File: config.mk
export PLATFORM = sky130hd
export DESIGN_NAME = adctrg_top
export DESIGN_NICKNAME = d
export VERILOG_FILES = /design/src/inc/adctrg_pkg.sv /design/src/verilog/adctrg_top.sv
export SDC_FILE = /design/constraint.sdc
export NUM_CORES = 1
export LEC_CHECK = 0
export BUFFER_PORTS_ARGS = -buffer_cell sky130_fd_sc_hd__buf_4
export CAP_MARGIN = 20
export CORE_MARGIN = 2
export CORE_UTILIZATION = 45
export DETAILED_ROUTE_END_ITERATION = 7
export PLACE_DENSITY = 0.73
export SKIP_CTS_REPAIR_TIMING = 1
export SYNTH_ARGS = -nofsm -noshare
export SYNTH_HDL_FRONTEND = slang
export SYNTH_SLANG_ARGS = --single-unit
File: constraint.sdc
create_clock -name clk_i -period 2.3 [get_ports clk_i]
set_clock_uncertainty 0.1 [all_clocks]
set_input_delay 0.115 -clock clk_i [delete_from_list [all_inputs] [get_ports clk_i]]
set_output_delay 0.115 -clock clk_i [all_outputs]
set_load 0.02 [all_outputs]
File: src/inc/adctrg_pkg.sv
// Register map, field positions and reset values for the converter control block
package adctrg_pkg;
    localparam logic [7:0] OFF_PORT_A       = 8'h05;
    localparam logic [7:0] OFF_PORT_E       = 8'h09;
    localparam logic [7:0] OFF_INTCTL      = 8'h0B;
    localparam logic [7:0] OFF_FLAGS1       = 8'h0C;
    localparam logic [7:0] OFF_FLAGS2       = 8'h0D;
    localparam logic [7:0] OFF_RESULT       = 8'h1E;
    localparam logic [7:0] OFF_CTRL0        = 8'h1F;
    localparam logic [7:0] OFF_PORT_A_PINS_DIR    = 8'h85;
    localparam logic [7:0] OFF_PORT_E_PINS_DIR    = 8'h89;
    localparam logic [7:0] OFF_ENABLES1     = 8'h8C;
    localparam logic [7:0] OFF_ENABLES2     = 8'h8D;
    localparam logic [7:0] OFF_PIN_CFG      = 8'h9F;
    localparam logic [7:0] OFF_CMP2_CTRL    = 8'hA0;
    localparam logic [7:0] OFF_TIMER_LO     = 8'hA1;
    localparam logic [7:0] OFF_TIMER_HI     = 8'hA2;

    localparam int         BIT_GO           = 2;
    localparam int         BIT_ON           = 0;
    localparam int         BIT_DONE_FLAG    = 6;
    localparam int         BIT_GIE          = 7;
    localparam int         BIT_PERIPHERAL_IRQ_ENABLE         = 6;
    localparam logic [7:0] CTRL0_MASK       = 8'hFD;
    localparam logic [7:0] PIN_CFG_MASK     = 8'h07;
    localparam logic [7:0] PORT_A_PINS_DIR_MASK   = 8'h3F;
    localparam logic [7:0] PORT_E_PINS_DIR_MASK   = 8'hF7;
    localparam logic [7:0] FLAGS2_MASK      = 8'h01;
    localparam logic [7:0] RST_CTRL0        = 8'h00;
    localparam logic [7:0] RST_PORT_A_PINS_DIR    = 8'h3F;
    localparam logic [7:0] RST_PORT_E_PINS_DIR    = 8'h07;
    localparam logic [7:0] RST_ZERO         = 8'h00;
    localparam logic [3:0] CMP2_SPECIAL     = 4'hB;
    localparam logic [7:0] CONV_CYCLES      = 8'h0A;

    typedef struct packed {
        logic       start;
        logic [7:0] data;
    } adctrg_sample_s;
endpackage

File: src/verilog/adctrg_top.sv
// Converter control: Wishbone registers, trigger, timer clear and conversion sequencer
`timescale 1ns/1ns
module adctrg_top
(
    input  wire logic                  clk_i,
    input  wire logic                  rst_i,
    input  wire logic                  wb_cyc_i,
    input  wire logic                  wb_stb_i,
    input  wire logic                  wb_we_i,
    input  wire logic [7:0]            wb_adr_i,
    input  wire logic [3:0]            wb_sel_i,
    input  wire logic [31:0]           wb_dat_i,
    output logic      [31:0]           wb_dat_o,
    output logic                       wb_ack_o,
    input  wire logic                  special_event_i,
    input  wire adctrg_pkg::adctrg_sample_s sample_i,
    output logic      [15:0]           timer_o,
    output logic      [2:0]            channel_o,
    output logic                       convert_o,
    output logic                       irq_o
);
    import adctrg_pkg::*;

    logic [7:0]  ctrl0;
    logic [7:0]  result;
    logic [7:0]  pin_cfg;
    logic [7:1]  intctl_hi;
    logic        intctl_lo;
    logic [7:0]  flags1;
    logic [7:0]  flags2;
    logic [7:0]  enables1;
    logic [7:0]  enables2;
    logic [7:0]  port_a_pins;
    logic [7:0]  port_e_pins;
    logic [7:0]  port_a_pins_dir;
    logic [7:0]  port_e_pins_dir;
    logic [3:0]  cmp2_mode;
    logic [15:0] timer;
    logic [7:0]  conv_cnt;
    logic        busy;
    logic        evt_q;
    logic [7:0]  next_rdata;

    logic        wr;
    logic        rd;
    logic        wr0;
    logic        trig;
    logic        fire;
    logic        done;

    assign wr   = wb_cyc_i && wb_stb_i && !wb_ack_o && wb_we_i && wb_sel_i[0];
    assign rd   = wb_cyc_i && wb_stb_i && !wb_ack_o && !wb_we_i;
    assign wr0  = wr;
    // Edge detect so a held trigger starts only one conversion
    assign trig = special_event_i && !evt_q;
    assign fire = trig && (cmp2_mode == CMP2_SPECIAL) && ctrl0[BIT_ON];
    assign done = busy && (conv_cnt == CONV_CYCLES) && ctrl0[BIT_GO];

    function automatic logic hit(input logic [7:0] adr, input logic [7:0] off);
        hit = (adr == off);
    endfunction

    always_ff @(posedge clk_i)
    begin
        if (rst_i)
            evt_q <= 1'b0;
        else
            evt_q <= special_event_i;
    end

    always_ff @(posedge clk_i)
    begin
        if (rst_i)
            ctrl0 <= RST_CTRL0;
        else
        begin
            if (wr0 && hit(wb_adr_i, OFF_CTRL0))
                ctrl0 <= wb_dat_i[7:0] & CTRL0_MASK;
            if (fire)
                ctrl0[BIT_GO] <= 1'b1;
            else if (done)
                ctrl0[BIT_GO] <= 1'b0;
        end
    end

    // Sequencer: fixed length conversion, abort when go drops
    always_ff @(posedge clk_i)
    begin
        if (rst_i)
        begin
            busy     <= 1'b0;
            conv_cnt <= RST_ZERO;
        end
        else if (!ctrl0[BIT_GO] || !ctrl0[BIT_ON] || done)
        begin
            busy     <= 1'b0;
            conv_cnt <= RST_ZERO;
        end
        else
        begin
            busy     <= 1'b1;
            conv_cnt <= conv_cnt + 8'h01;
        end
    end

    // No reset: contents survive all resets
    always_ff @(posedge clk_i)
    begin
        if (done)
            result <= sample_i.data;
        else if (wr0 && hit(wb_adr_i, OFF_RESULT))
            result <= wb_dat_i[7:0];
    end

    always_ff @(posedge clk_i)
    begin
        if (rst_i)
            timer <= 16'h0000;
        else if (trig)
            timer <= 16'h0000;
        else if (wr0 && hit(wb_adr_i, OFF_TIMER_LO))
            timer[7:0] <= wb_dat_i[7:0];
        else if (wr0 && hit(wb_adr_i, OFF_TIMER_HI))
            timer[15:8] <= wb_dat_i[7:0];
        else
            timer <= timer + 16'h0001;
    end

    always_ff @(posedge clk_i)
    begin
        if (rst_i)
        begin
            pin_cfg   <= RST_ZERO;
            enables1  <= RST_ZERO;
            enables2  <= RST_ZERO;
            flags2    <= RST_ZERO;
            port_a_pins_dir <= RST_PORT_A_PINS_DIR;
            port_e_pins_dir <= RST_PORT_E_PINS_DIR;
            cmp2_mode <= 4'h0;
            intctl_hi <= 7'h00;
        end
        else if (wr0)
        begin
            if (hit(wb_adr_i, OFF_PIN_CFG))
                pin_cfg <= wb_dat_i[7:0] & PIN_CFG_MASK;
            if (hit(wb_adr_i, OFF_ENABLES1))
                enables1 <= wb_dat_i[7:0];
            if (hit(wb_adr_i, OFF_ENABLES2))
                enables2 <= wb_dat_i[7:0] & FLAGS2_MASK;
            if (hit(wb_adr_i, OFF_FLAGS2))
                flags2 <= wb_dat_i[7:0] & FLAGS2_MASK;
            if (hit(wb_adr_i, OFF_PORT_A_PINS_DIR))
                port_a_pins_dir <= wb_dat_i[7:0] & PORT_A_PINS_DIR_MASK;
            if (hit(wb_adr_i, OFF_PORT_E_PINS_DIR))
                port_e_pins_dir <= wb_dat_i[7:0] & PORT_E_PINS_DIR_MASK;
            if (hit(wb_adr_i, OFF_CMP2_CTRL))
                cmp2_mode <= wb_dat_i[3:0];
            if (hit(wb_adr_i, OFF_INTCTL))
                intctl_hi <= wb_dat_i[7:1];
        end
    end

    // Bit 0 holds across reset, only a write changes it
    always_ff @(posedge clk_i)
    begin
        if (wr0 && hit(wb_adr_i, OFF_INTCTL))
            intctl_lo <= wb_dat_i[0];
    end

    // Port data latches hold across reset
    always_ff @(posedge clk_i)
    begin
        if (wr0 && hit(wb_adr_i, OFF_PORT_A))
            port_a_pins <= wb_dat_i[7:0] & PORT_A_PINS_DIR_MASK;
    end

    always_ff @(posedge clk_i)
    begin
        if (wr0 && hit(wb_adr_i, OFF_PORT_E))
            port_e_pins <= wb_dat_i[7:0] & PIN_CFG_MASK;
    end

    // Flags: a completion beats a clear in the same cycle, also a read clears
    always_ff @(posedge clk_i)
    begin
        if (rst_i)
            flags1 <= RST_ZERO;
        else
        begin
            if (rd && hit(wb_adr_i, OFF_FLAGS1))
                flags1 <= RST_ZERO;
            else if (wr0 && hit(wb_adr_i, OFF_FLAGS1))
                flags1 <= wb_dat_i[7:0];
            if (done)
                flags1[BIT_DONE_FLAG] <= 1'b1;
        end
    end

    always_comb
    begin
        next_rdata = 8'h00;
        case (wb_adr_i)
            OFF_PORT_A:    next_rdata = port_a_pins;
            OFF_PORT_E:    next_rdata = port_e_pins;
            OFF_INTCTL:    next_rdata = {intctl_hi, intctl_lo};
            OFF_FLAGS1:    next_rdata = flags1;
            OFF_FLAGS2:    next_rdata = flags2;
            OFF_RESULT:    next_rdata = result;
            OFF_CTRL0:     next_rdata = ctrl0 & CTRL0_MASK;
            OFF_PORT_A_PINS_DIR: next_rdata = port_a_pins_dir;
            OFF_PORT_E_PINS_DIR: next_rdata = port_e_pins_dir;
            OFF_ENABLES1:  next_rdata = enables1;
            OFF_ENABLES2:  next_rdata = enables2;
            OFF_PIN_CFG:   next_rdata = pin_cfg;
            OFF_CMP2_CTRL: next_rdata = {4'h0, cmp2_mode};
            OFF_TIMER_LO:  next_rdata = timer[7:0];
            OFF_TIMER_HI:  next_rdata = timer[15:8];
            default:       next_rdata = 8'h00;
        endcase
    end

    // Single-cycle ack; unmapped reads return zero, writes are dropped
    always_ff @(posedge clk_i)
    begin
        if (rst_i)
        begin
            wb_ack_o <= 1'b0;
            wb_dat_o <= 32'h00000000;
        end
        else
        begin
            wb_ack_o <= wb_cyc_i && wb_stb_i && !wb_ack_o;
            wb_dat_o <= {24'h000000, next_rdata};
        end
    end

    always_ff @(posedge clk_i)
    begin
        if (rst_i)
        begin
            irq_o     <= 1'b0;
            timer_o   <= 16'h0000;
            channel_o <= 3'h0;
            convert_o <= 1'b0;
        end
        else
        begin
            irq_o     <= intctl_hi[BIT_GIE] && intctl_hi[BIT_PERIPHERAL_IRQ_ENABLE] && |(flags1 & enables1);
            timer_o   <= timer;
            channel_o <= ctrl0[5:3];
            convert_o <= busy;
        end
    end

    // Reset checks carry no disable so that they can watch the reset itself
    go_set_a: assert property (@(posedge clk_i) disable iff (rst_i)
        fire |=> ctrl0[BIT_GO])
        else $error("go not set by event");

    mode_ignore_a: assert property (@(posedge clk_i) disable iff (rst_i)
        (trig && cmp2_mode != CMP2_SPECIAL && !ctrl0[BIT_GO] && !wr0) |=> !ctrl0[BIT_GO])
        else $error("event taken in wrong mode");

    busy_out_a: assert property (@(posedge clk_i) disable iff (rst_i)
        busy |=> convert_o)
        else $error("convert output not following busy");

    tmr_clear_a: assert property (@(posedge clk_i) disable iff (rst_i)
        trig |=> timer == 16'h0000)
        else $error("timer not cleared");

    tmr_run_a: assert property (@(posedge clk_i) disable iff (rst_i)
        (!trig && !(wr0 && (hit(wb_adr_i, OFF_TIMER_LO) || hit(wb_adr_i, OFF_TIMER_HI))))
            |=> timer == $past(timer) + 16'h0001) else $error("timer not counting");

    off_ignore_a: assert property (@(posedge clk_i) disable iff (rst_i)
        (trig && !ctrl0[BIT_ON] && !ctrl0[BIT_GO] && !wr0) |=> !ctrl0[BIT_GO])
        else $error("event not ignored");

    off_clear_a: assert property (@(posedge clk_i) disable iff (rst_i)
        (trig && !ctrl0[BIT_ON]) |=> timer == 16'h0000)
        else $error("timer kept with converter off");

    ctrl_bit1_a: assert property (@(posedge clk_i) disable iff (rst_i)
        !ctrl0[1])
        else $error("control bit1 set");

    ctrl_reset_a: assert property (@(posedge clk_i)
        rst_i |=> ctrl0 == RST_CTRL0)
        else $error("control reset value");

    pincfg_mask_a: assert property (@(posedge clk_i) disable iff (rst_i)
        pin_cfg[7:3] == 5'h00)
        else $error("pin config upper bits");

    pincfg_reset_a: assert property (@(posedge clk_i)
        rst_i |=> pin_cfg == RST_ZERO)
        else $error("pin config reset value");

    done_flag_a: assert property (@(posedge clk_i) disable iff (rst_i)
        (done && !fire) |=> flags1[BIT_DONE_FLAG] && !ctrl0[BIT_GO])
        else $error("done flag");

    flags_reset_a: assert property (@(posedge clk_i)
        rst_i |=> flags1 == RST_ZERO && enables1 == RST_ZERO)
        else $error("flag or enable reset value");

    flag_clear_a: assert property (@(posedge clk_i) disable iff (rst_i)
        (rd && hit(wb_adr_i, OFF_FLAGS1) && !done) |=> flags1 == RST_ZERO)
        else $error("flags not cleared by read");

    irq_quiet_a: assert property (@(posedge clk_i) disable iff (rst_i)
        ((flags1 & enables1) == RST_ZERO) |=> !irq_o)
        else $error("interrupt without enabled flag");

    irq_raise_a: assert property (@(posedge clk_i) disable iff (rst_i)
        (intctl_hi[BIT_GIE] && intctl_hi[BIT_PERIPHERAL_IRQ_ENABLE] && flags1[6] && enables1[6]) |=> irq_o)
        else $error("interrupt missing");

    intctl_reset_a: assert property (@(posedge clk_i)
        rst_i |=> intctl_hi == 7'h00)
        else $error("interrupt control reset value");

    intctl_kept_a: assert property (@(posedge clk_i)
        (rst_i && intctl_lo && !(wr0 && hit(wb_adr_i, OFF_INTCTL))) |=> intctl_lo)
        else $error("interrupt control bit0 lost");

    dir_reset_a: assert property (@(posedge clk_i)
        rst_i |=> port_a_pins_dir == RST_PORT_A_PINS_DIR && port_e_pins_dir == RST_PORT_E_PINS_DIR)
        else $error("direction reset value");

    port_e_pins_dir_a: assert property (@(posedge clk_i) disable iff (rst_i)
        !port_e_pins_dir[3] && port_a_pins_dir[7:6] == 2'h0)
        else $error("direction bits");

    abort_keep_a: assert property (@(posedge clk_i) disable iff (rst_i)
        (!ctrl0[BIT_GO] && !(wr0 && hit(wb_adr_i, OFF_RESULT))) |=> $stable(result))
        else $error("result changed without completion");

    abort_stop_a: assert property (@(posedge clk_i) disable iff (rst_i)
        (busy && !ctrl0[BIT_GO]) |=> !busy)
        else $error("conversion not aborted");

    result_load_a: assert property (@(posedge clk_i) disable iff (rst_i)
        done |=> result == $past(sample_i.data))
        else $error("result not loaded");

    go_hold_a: assert property (@(posedge clk_i) disable iff (rst_i)
        (busy && ctrl0[BIT_GO] && !done && !(wr0 && hit(wb_adr_i, OFF_CTRL0))) |=> ctrl0[2])
        else $error("go dropped before completion");

    done_once_a: assert property (@(posedge clk_i) disable iff (rst_i)
        (done && !fire) |=> !done)
        else $error("completion repeated");

    once_a: assert property (@(posedge clk_i) disable iff (rst_i)
        trig |=> !trig)
        else $error("double trigger");

    ack_pulse_a: assert property (@(posedge clk_i) disable iff (rst_i)
        wb_ack_o |=> !wb_ack_o)
        else $error("ack longer than one cycle");

    ack_answer_a: assert property (@(posedge clk_i) disable iff (rst_i)
        (wb_cyc_i && wb_stb_i && !wb_ack_o) |=> wb_ack_o)
        else $error("request not acknowledged");
endmodule
Yosys cells after proc, flatten, opt, wreduce, memory -nomap -nowiden
Cells that the tools add are included.
{ "word_totals": {"regBits": 150} }
{ "op_classes": {"addsub": 2, "n_eq_ne": 18, "mux": 13, "bitwise": 1, "reduce_logical": 43} }
{ "ops": {"columns": ["cell", "n"], "rows": [
  ["one-hot mux 8 bit (15 select lines)", 1],
  ["equality test 8 bit (second input constant)", 8],
  ["equality test 8 x 4 -> 1 bit (second input constant)", 5],
  ["two-way mux 8 bit", 5],
  ["logical AND 1 bit", 21],
  ["adder 16 x 1 -> 16 bit (second input constant)", 1],
  ["equality test 8 x 5 -> 1 bit (second input constant)", 2],
  ["AND reduction 2 bit", 8],
  ["two-way mux 7 bit", 2],
  ["adder 8 x 1 -> 8 bit (second input constant)", 1],
  ["AND 8 bit", 1],
  ["equality test 8 x 3 -> 1 bit (second input constant)", 1],
  ["OR reduction 8 bit", 1],
  ["nonzero test 3 bit", 2],
  ["OR reduction 2 bit", 3],
  ["zero test 1 bit", 5],
  ["equality test 4 bit (second input constant)", 1],
  ["two-way mux 1 bit", 4],
  ["two-way mux 3 bit", 1],
  ["logical OR 1 bit", 2],
  ["inequality test 2 bit (second input constant)", 1],
  ["nonzero test 2 bit", 1]
]} }

Logic depth before layout (Yosys ltp)
Gate-level depths: netlist (run 1).
{ "logic_depth": {"depth_word": 8, "mapped_depth": 8} }

Worst setup path after synthesis (run 1)
Ideal clock, no wire load.
{ "synth_path": {"path_type": "register -> register", "start": "register wb_ack_o", "end": "register port_a_pins[0], enable pin", "setup_ns": 0.377, "t_arrival_ns": 1.553, "t_required_ns": 1.823, "slack_ns": 0.270, "path_stages_with_launch": 4, "path_buffers": 0, "cell_sequence": "dfxtp_1 -> nand3b_1 -> or2_0 -> nor3_1"} }
{ "synth_via": {"elab_chain_cells": 5} }
{ "synth_lines": {"columns": ["element", "line", "text"], "rows": [
  ["start, declared", "adctrg_top.sv:14", "output logic wb_ack_o,"],
  ["start signal, assigned", "adctrg_top.sv:232", "wb_ack_o <= wb_cyc_i && wb_stb_i && !wb_ack_o;"],
  ["zero test 1 bit", "adctrg_top.sv:51", "assign wr = wb_cyc_i && wb_stb_i && !wb_ack_o && wb_we_i && wb_sel_i[0];"],
  ["logical AND 1 bit (3 in series)", "adctrg_top.sv:51", null],
  ["logical AND 1 bit", "adctrg_top.sv:173", "if (wr0 && hit(wb_adr_i, OFF_PORT_A))"],
  ["end signal, assigned", "adctrg_top.sv:174", "port_a_pins <= wb_dat_i[7:0] & PORT_A_PINS_DIR_MASK;"],
  ["end, declared", "adctrg_top.sv:33", "logic [7:0] port_a_pins;"]
]} }
No other way between the ends.
A chain may end at the register's enable or synchronous reset.

Final worst setup path (run 1)
{ "layout_path": {"start": "register wb_ack_o", "end": "register ctrl0[2]"} }
{ "layout_via": {"elab_chain_cells": 6} }
{ "layout_lines": {"columns": ["element", "line", "text"], "rows": [
  ["zero test 1 bit", "adctrg_top.sv:51", null],
  ["logical AND 1 bit (3 in series)", "adctrg_top.sv:51", null],
  ["logical AND 1 bit", "adctrg_top.sv:77", "if (wr0 && hit(wb_adr_i, OFF_CTRL0))"],
  ["nonzero test 3 bit (no source line)", null, null],
  ["end signal, assigned", "adctrg_top.sv:78", "ctrl0 <= wb_dat_i[7:0] & CTRL0_MASK;"],
  ["end, declared", "adctrg_top.sv:24", "logic [7:0] ctrl0;"]
]} }
No other way between the ends.

==> results.json, run 1 <==
{
  "rr_startpoint": "wb_ack_o",
  "ys_seq_area_frac": 0.445,
  "grt_pass1_wl_microns": 26200,
  "start_util": 0.459,
  "synth.area.top_cells": "dfxtp_1 36%, edfxtp_1 8.9%, mux2i_1 7.4%, nor2_1 4.4%, buf_4 3.7%",
  "vias": 5175,
  "cp_top_family": "simple AND/OR/NAND/NOR gates",
  "antennaDiodeCount": 0,
  "required_ns": 2.48,
  "min-delay-start": "wb_stb_i",
  "status": "finished clean",
  "synthCells": 634,
  "cap_violations": 0,
  "synthDistinctLibCells": 74,
  "critical_path_class": "reg -> reg",
  "period_share": 0.916,
  "fillCellCount": 1176,
  "place_inst": 853,
  "hp-class": "in -> reg",
  "design_area_sq_mm": 0.00733,
  "cp_cell_sequence": "nand3b_1, or2_0, nor3b_1, buf_4, mux2i_1, o32ai_1",
  "layout.cells.non_filler": 901,
  "critPathCaptureType": "flop",
  "die_h_microns": 120,
  "critical_path.slowest_cell": "or2_0",
  "ys.flop_type": "dfxtp_1",
  "rsz0062_at_grt": "no",
  "drc": 0,
  "fin_ws_ns": 0.194,
  "p_per_area_mw_per_mm2": 686,
  "die-area_sq_mm": 0.0145,
  "fin_crit_ns": 2.11,
  "final.setup.tns_ns": 0,
  "worst-path-buf-inv": 1,
  "drt-wirelength-per-cell_microns": 18.7,
  "clk_latency_ns": 0.42,
  "globalRouteTotalUtil": 0.236,
  "relSlewSlack": 0.561,
  "ir_worst_vdd_mv": 0.519,
  "synth-edff-count": 18,
  "crit_path_max_fanout": 7,
  "synth_top_cell_area_share": 0.356,
  "p_leak_nw": 2.70,
  "ios": 113,
  "ant_nets": 0,
  "die_w_microns": 120,
  "final_max_slew_viol_count": 0,
  "multi_input_area_sq_mm": 0.00300,
  "place_area_sq_mm": 0.00660,
  "clk_pin_slew_ns": 0.05,
  "cts_buffer_depth": 2,
  "wl_microns": 16800,
  "syn_avg_cell_area_sq_um": 9.59,
  "async_flop_share": 0,
  "grt_pass1_vias": 4863,
  "hold_violations": 0,
  "cp-start-kind": "flop",
  "overflow": 0,
  "use_met1": 0.322,
  "hold_slack_ns": 0.105,
  "ys_warn_count": 0,
  "antenna_found_initial": 0,
  "io_buffers": 60,
  "synth_area_sq_mm": 0.00608,
  "grt-busiest-layer": "met2",
  "regArea_sq_mm": 0.00270,
  "cp_slowest_stage_delay_ns": 0.46,
  "synth_top_family_by_area": "simple AND/OR/NAND/NOR gates",
  "worstPathArrival_ns": 2.29,
  "synth_compound_area_frac": 0.145,
  "layout-drive-gt1-share": 0.193,
  "synthMuxAreaShare": 0.100,
  "numClockSinks": 126,
  "row_count": 42,
  "dp_slack_ns": 0.164,
  "avgViaCountPerCell": 5.74,
  "met2_usage": 0.354,
  "use_met3": 0.0552,
  "cts_root_buf": "clkbuf_16",
  "synth_area_leader_cell": "dfxtp_1",
  "synth_seq_cells": 126,
  "h-tree-depth": 4,
  "drt_pass1_iterations": 5,
  "place.gp.congestion": 0.938,
  "setup_viol": 0,
  "grt_max_degree": 43,
  "cts_tree": "yes",
  "cts_inserted_buffers": 17,
  "synth_common_cells": "108 x dfxtp_1, 72 x nor2_1, 45 x mux2i_1, 36 x nand2_1, 32 x nor2b_1",
  "syn_to_final_growth_pct": 20.5,
  "synth_xor_area_frac": 0.0144,
  "synth_simple_gate_area_share": 0.213,
  "dp_hpwl_microns": 11500,
  "synth.most_common_cell": "dfxtp_1",
  "synth-adder-area-share": 0.00617,
  "drtIter0Drc": 552,
  "final_nets": 776,
  "max_freq_mhz": 475,
  "crit_path_start": "wb_ack_o",
  "tightest_slew_ns": 0.656,
  "core_sq_mm": 0.0132
}
-- state kept, by name (all words and copies together) (netlist names), 4 cells and up --
signal / cells
timer: 16
timer_o: 16
conv_cnt: 8
enables1: 8
flags1: 8
result: 8
wb_dat_o: 8
ctrl0: 7
intctl_hi: 7
port_e_pins_dir: 7
port_a_pins: 6
port_a_pins_dir: 6
cmp2_mode: 4
-- path summary, 6_finish.rpt --
path	endpoint	slack [ns]	depth (start not counted)
worst min-delay path	wb_ack_o	0.10	3
worst max register to register	ctrl0[2]	0.19	6
worst max-delay path	ctrl0[2]	0.19	6
worst min register to register	convert_o	0.37	1
-- metrics by stage --
| step | utilization | total power, mW |
|---|---|---|
| global placement | 0.498 | 2.58 |
| CTS | 0.540 | 5.04 |
| floorplan | - | 2.50 |
| finish | 0.553 | 5.03 |
| global route | 0.553 | 5.17 |
| detailed placement | 0.498 | 2.58 |
-- worst min-delay path, cell delays in order --
cell and delay [ns]:
buf_4 0.11, nand3b_1 0.27, nor2_1 0.07
-- routing by layer --
layer	wire [microns]	part of all wire
met4	377	0.022
met1	7260	0.43
met2	7710	0.46
met5	0	0
met3	1480	0.088
-- cell type report --
| cell class | instances | area share |
|---|---|---|
| multi-input cells | 456 | 0.409 |
| repair buffers | 104 | 0.113 |
| inverters | 9 | 0.00461 |
| clock buffers | 29 | 0.0738 |
| flip-flops and latches | 126 | 0.369 |
| well taps | 176 | 0.0301 |
| clock inverters | 1 | 0.000683 |
-- where the power goes --
group          internal [mW]  leakage (nW)  switching [mW]
Clock                   1.56         0.270           0.893
Combinational          0.114          1.39           0.209
Sequential              2.24          1.03         0.00611
Total                   3.92          2.70            1.11
-- cells by family after synthesis --
kind of cell,Yosys count
compound gates,124
xor+xnor,10
fa+ha+maj,3
buf+inv,75
flops,126
mux,59
other cells,1
simple gates,236
-- cell usage in the layout, fill, tap and decap left out, drive strengths merged, types with 5 or more instances in the layout --
cell type,instances
o22ai,7
nor2b,32
a21oi,25
buf,86
edfxtp,18
o21ai,9
nand2,37
mux2i,45
a211o,11
dlygate4sd3,18
mux2,14
a31oi,10
conb,24
a221oi,6
nor3b,6
clkbuf,29
dfxtp,108
and2,6
nand3,21
nor3,11
and3,10
xnor2,6
nand3b,5
nor2,74
inv,9
a22oi,23
a22o,7
(Power assumes the default switching activity.)
==> run 2: changes to the inputs <==
Settings changed: CORE_ASPECT_RATIO set to 1.2.
==> run 2 against run 1 <==
Maximum frequency fell by 0.94%. Utilization rose by 0.55 points. Critical path depth did not move. Critical path type unchanged. Critical endpoint unchanged. Largest power group unchanged.
==> results.json, run 2 (synthesis results as in run 1) <==
{
  "drt_pass1_iterations": 6,
  "dp_hpwl_microns": 11400,
  "cts_buffer_depth": 2,
  "numClockSinks": 126,
  "globalRouteTotalUtil": 0.232,
  "cts_inserted_buffers": 17,
  "hold_violations": 0,
  "die-area_sq_mm": 0.0145,
  "setup_viol": 0,
  "grt_max_degree": 32,
  "cp-start-kind": "flop",
  "io_buffers": 60,
  "fin_crit_ns": 2.13,
  "overflow": 0,
  "h-tree-depth": 4,
  "start_util": 0.459,
  "ir_worst_vdd_mv": 0.402,
  "clk_pin_slew_ns": 0.06,
  "clk_latency_ns": 0.42,
  "syn_to_final_growth_pct": 21.7,
  "die_w_microns": 110,
  "rsz0062_at_grt": "no",
  "core_sq_mm": 0.0132,
  "layout-drive-gt1-share": 0.201,
  "largestRegisters": "timer (16), timer_o (16)",
  "crit_path_max_fanout": 7,
  "p_per_area_mw_per_mm2": 719,
  "avgViaCountPerCell": 5.80,
  "max_freq_mhz": 470,
  "r2r_setup_slack_ns": 0.17,
  "critPathCaptureType": "flop",
  "cts_root_buf": "clkbuf_16",
  "place.gp.congestion": 0.926,
  "place_inst": 845,
  "hp-class": "in -> reg",
  "die_h_microns": 131,
  "fin_ws_ns": 0.174,
  "status": "finished clean",
  "cts_tree": "yes",
  "relSlewSlack": 0.572,
  "row_count": 46,
  "worstPathArrival_ns": 2.35,
  "grt_pass1_wl_microns": 25700,
  "final_max_slew_viol_count": 0,
  "final_nets": 777,
  "ant_nets": 0,
  "drtIter0Drc": 631,
  "dp_slack_ns": 0.164,
  "required_ns": 2.52,
  "antennaDiodeCount": 0,
  "layout.cells.non_filler": 895,
  "vias": 5189,
  "drt-wirelength-per-cell_microns": 18.4,
  "period_share": 0.925,
  "layout_commonest_cell": "dfxtp_1",
  "critical_path_class": "reg -> reg",
  "cap_violations": 0,
  "grt_pass1_vias": 4735,
  "fillCellCount": 1175,
  "drc": 0,
  "wl_microns": 16400,
  "final.setup.tns_ns": 0,
  "antenna_found_initial": 0,
  "p_leak_nw": 2.74,
  "final_cell_mix": "108 x dfxtp_1, 86 x buf_4, 72 x nor2_1, 45 x mux2i_1, 36 x nand2_1",
  "ios": 113,
  "tightest_slew_ns": 0.639
}
## run 2: cell count changes in the layout (fill, tap and decap cells not counted), moves of 2 or more
cell / previous run / this run
clkbuf_16: 17 / 19
clkinv_4: 0 / 3
bufinv_16: 0 / 2
inv_4: 0 / 3
clkbuf_1: 5 / 0
clkbuf_8: 7 / 1
## run 2: final cells by class
cell class | instances | area (sq um) | area share
Timing Repair Buffer | 105 | 836 | 0.113
Clock buffer | 20 | 489 | 0.0661
Sequential cell | 126 | 2700 | 0.365
Inverter | 9 | 33.8 | 0.00457
Multi-Input combinational cell | 456 | 3000 | 0.405
Clock inverter | 11 | 126 | 0.0171
Tap cell | 168 | 210 | 0.0284
## run 2: per-layer routing
layer | vias up | wire (microns) | part of all wire | GRT usage
met5 | - | 0 | 0 | 0
met4 | 0 | 560 | 0.034 | 0.0924
met3 | 46 | 1450 | 0.088 | 0.0630
met2 | 277 | 7600 | 0.46 | 0.345
met1 | 2457 | 6830 | 0.42 | 0.316
li1 | 2409 | - | - | -
## run 2: critical path: stages (launching register included)
cell and delay [ns]:
dfxtp_1 0.31, nand3b_1 0.32, or2_0 0.45, nor3b_1 0.28, buf_4 0.24, mux2i_1 0.09, o32ai_1 0.23
## run 2: final timing paths
check,depth (start not counted),startpoint,to
setup / recovery,6,wb_ack_o,ctrl0[2]
hold / removal,3,wb_stb_i,wb_ack_o
setup reg to reg,6,wb_ack_o,ctrl0[2]
hold reg to reg,1,busy,convert_o
## run 2: power breakdown
group / leakage (nW) / internal, mW / switching, mW
clock network: 0.304 / 1.75 / 1.00
registers: 1.03 / 2.24 / 0.00609
logic: 1.40 / 0.115 / 0.205
total: 2.74 / 4.11 / 1.21
## run 2: per-stage QoR
step	util	hold WS, ns	area, sq um	power (mW)
6_report	0.559	0.0744	7400	5.32
5_1_grt	0.559	0.101	7400	5.47
4_1_cts	0.544	-0.192	7210	5.31
3_5_place_dp	0.498	0.243	6590	2.58
3_3_place_gp	0.498	0.238	6590	2.58
2_1_floorplan	-	0.114	6170	2.50
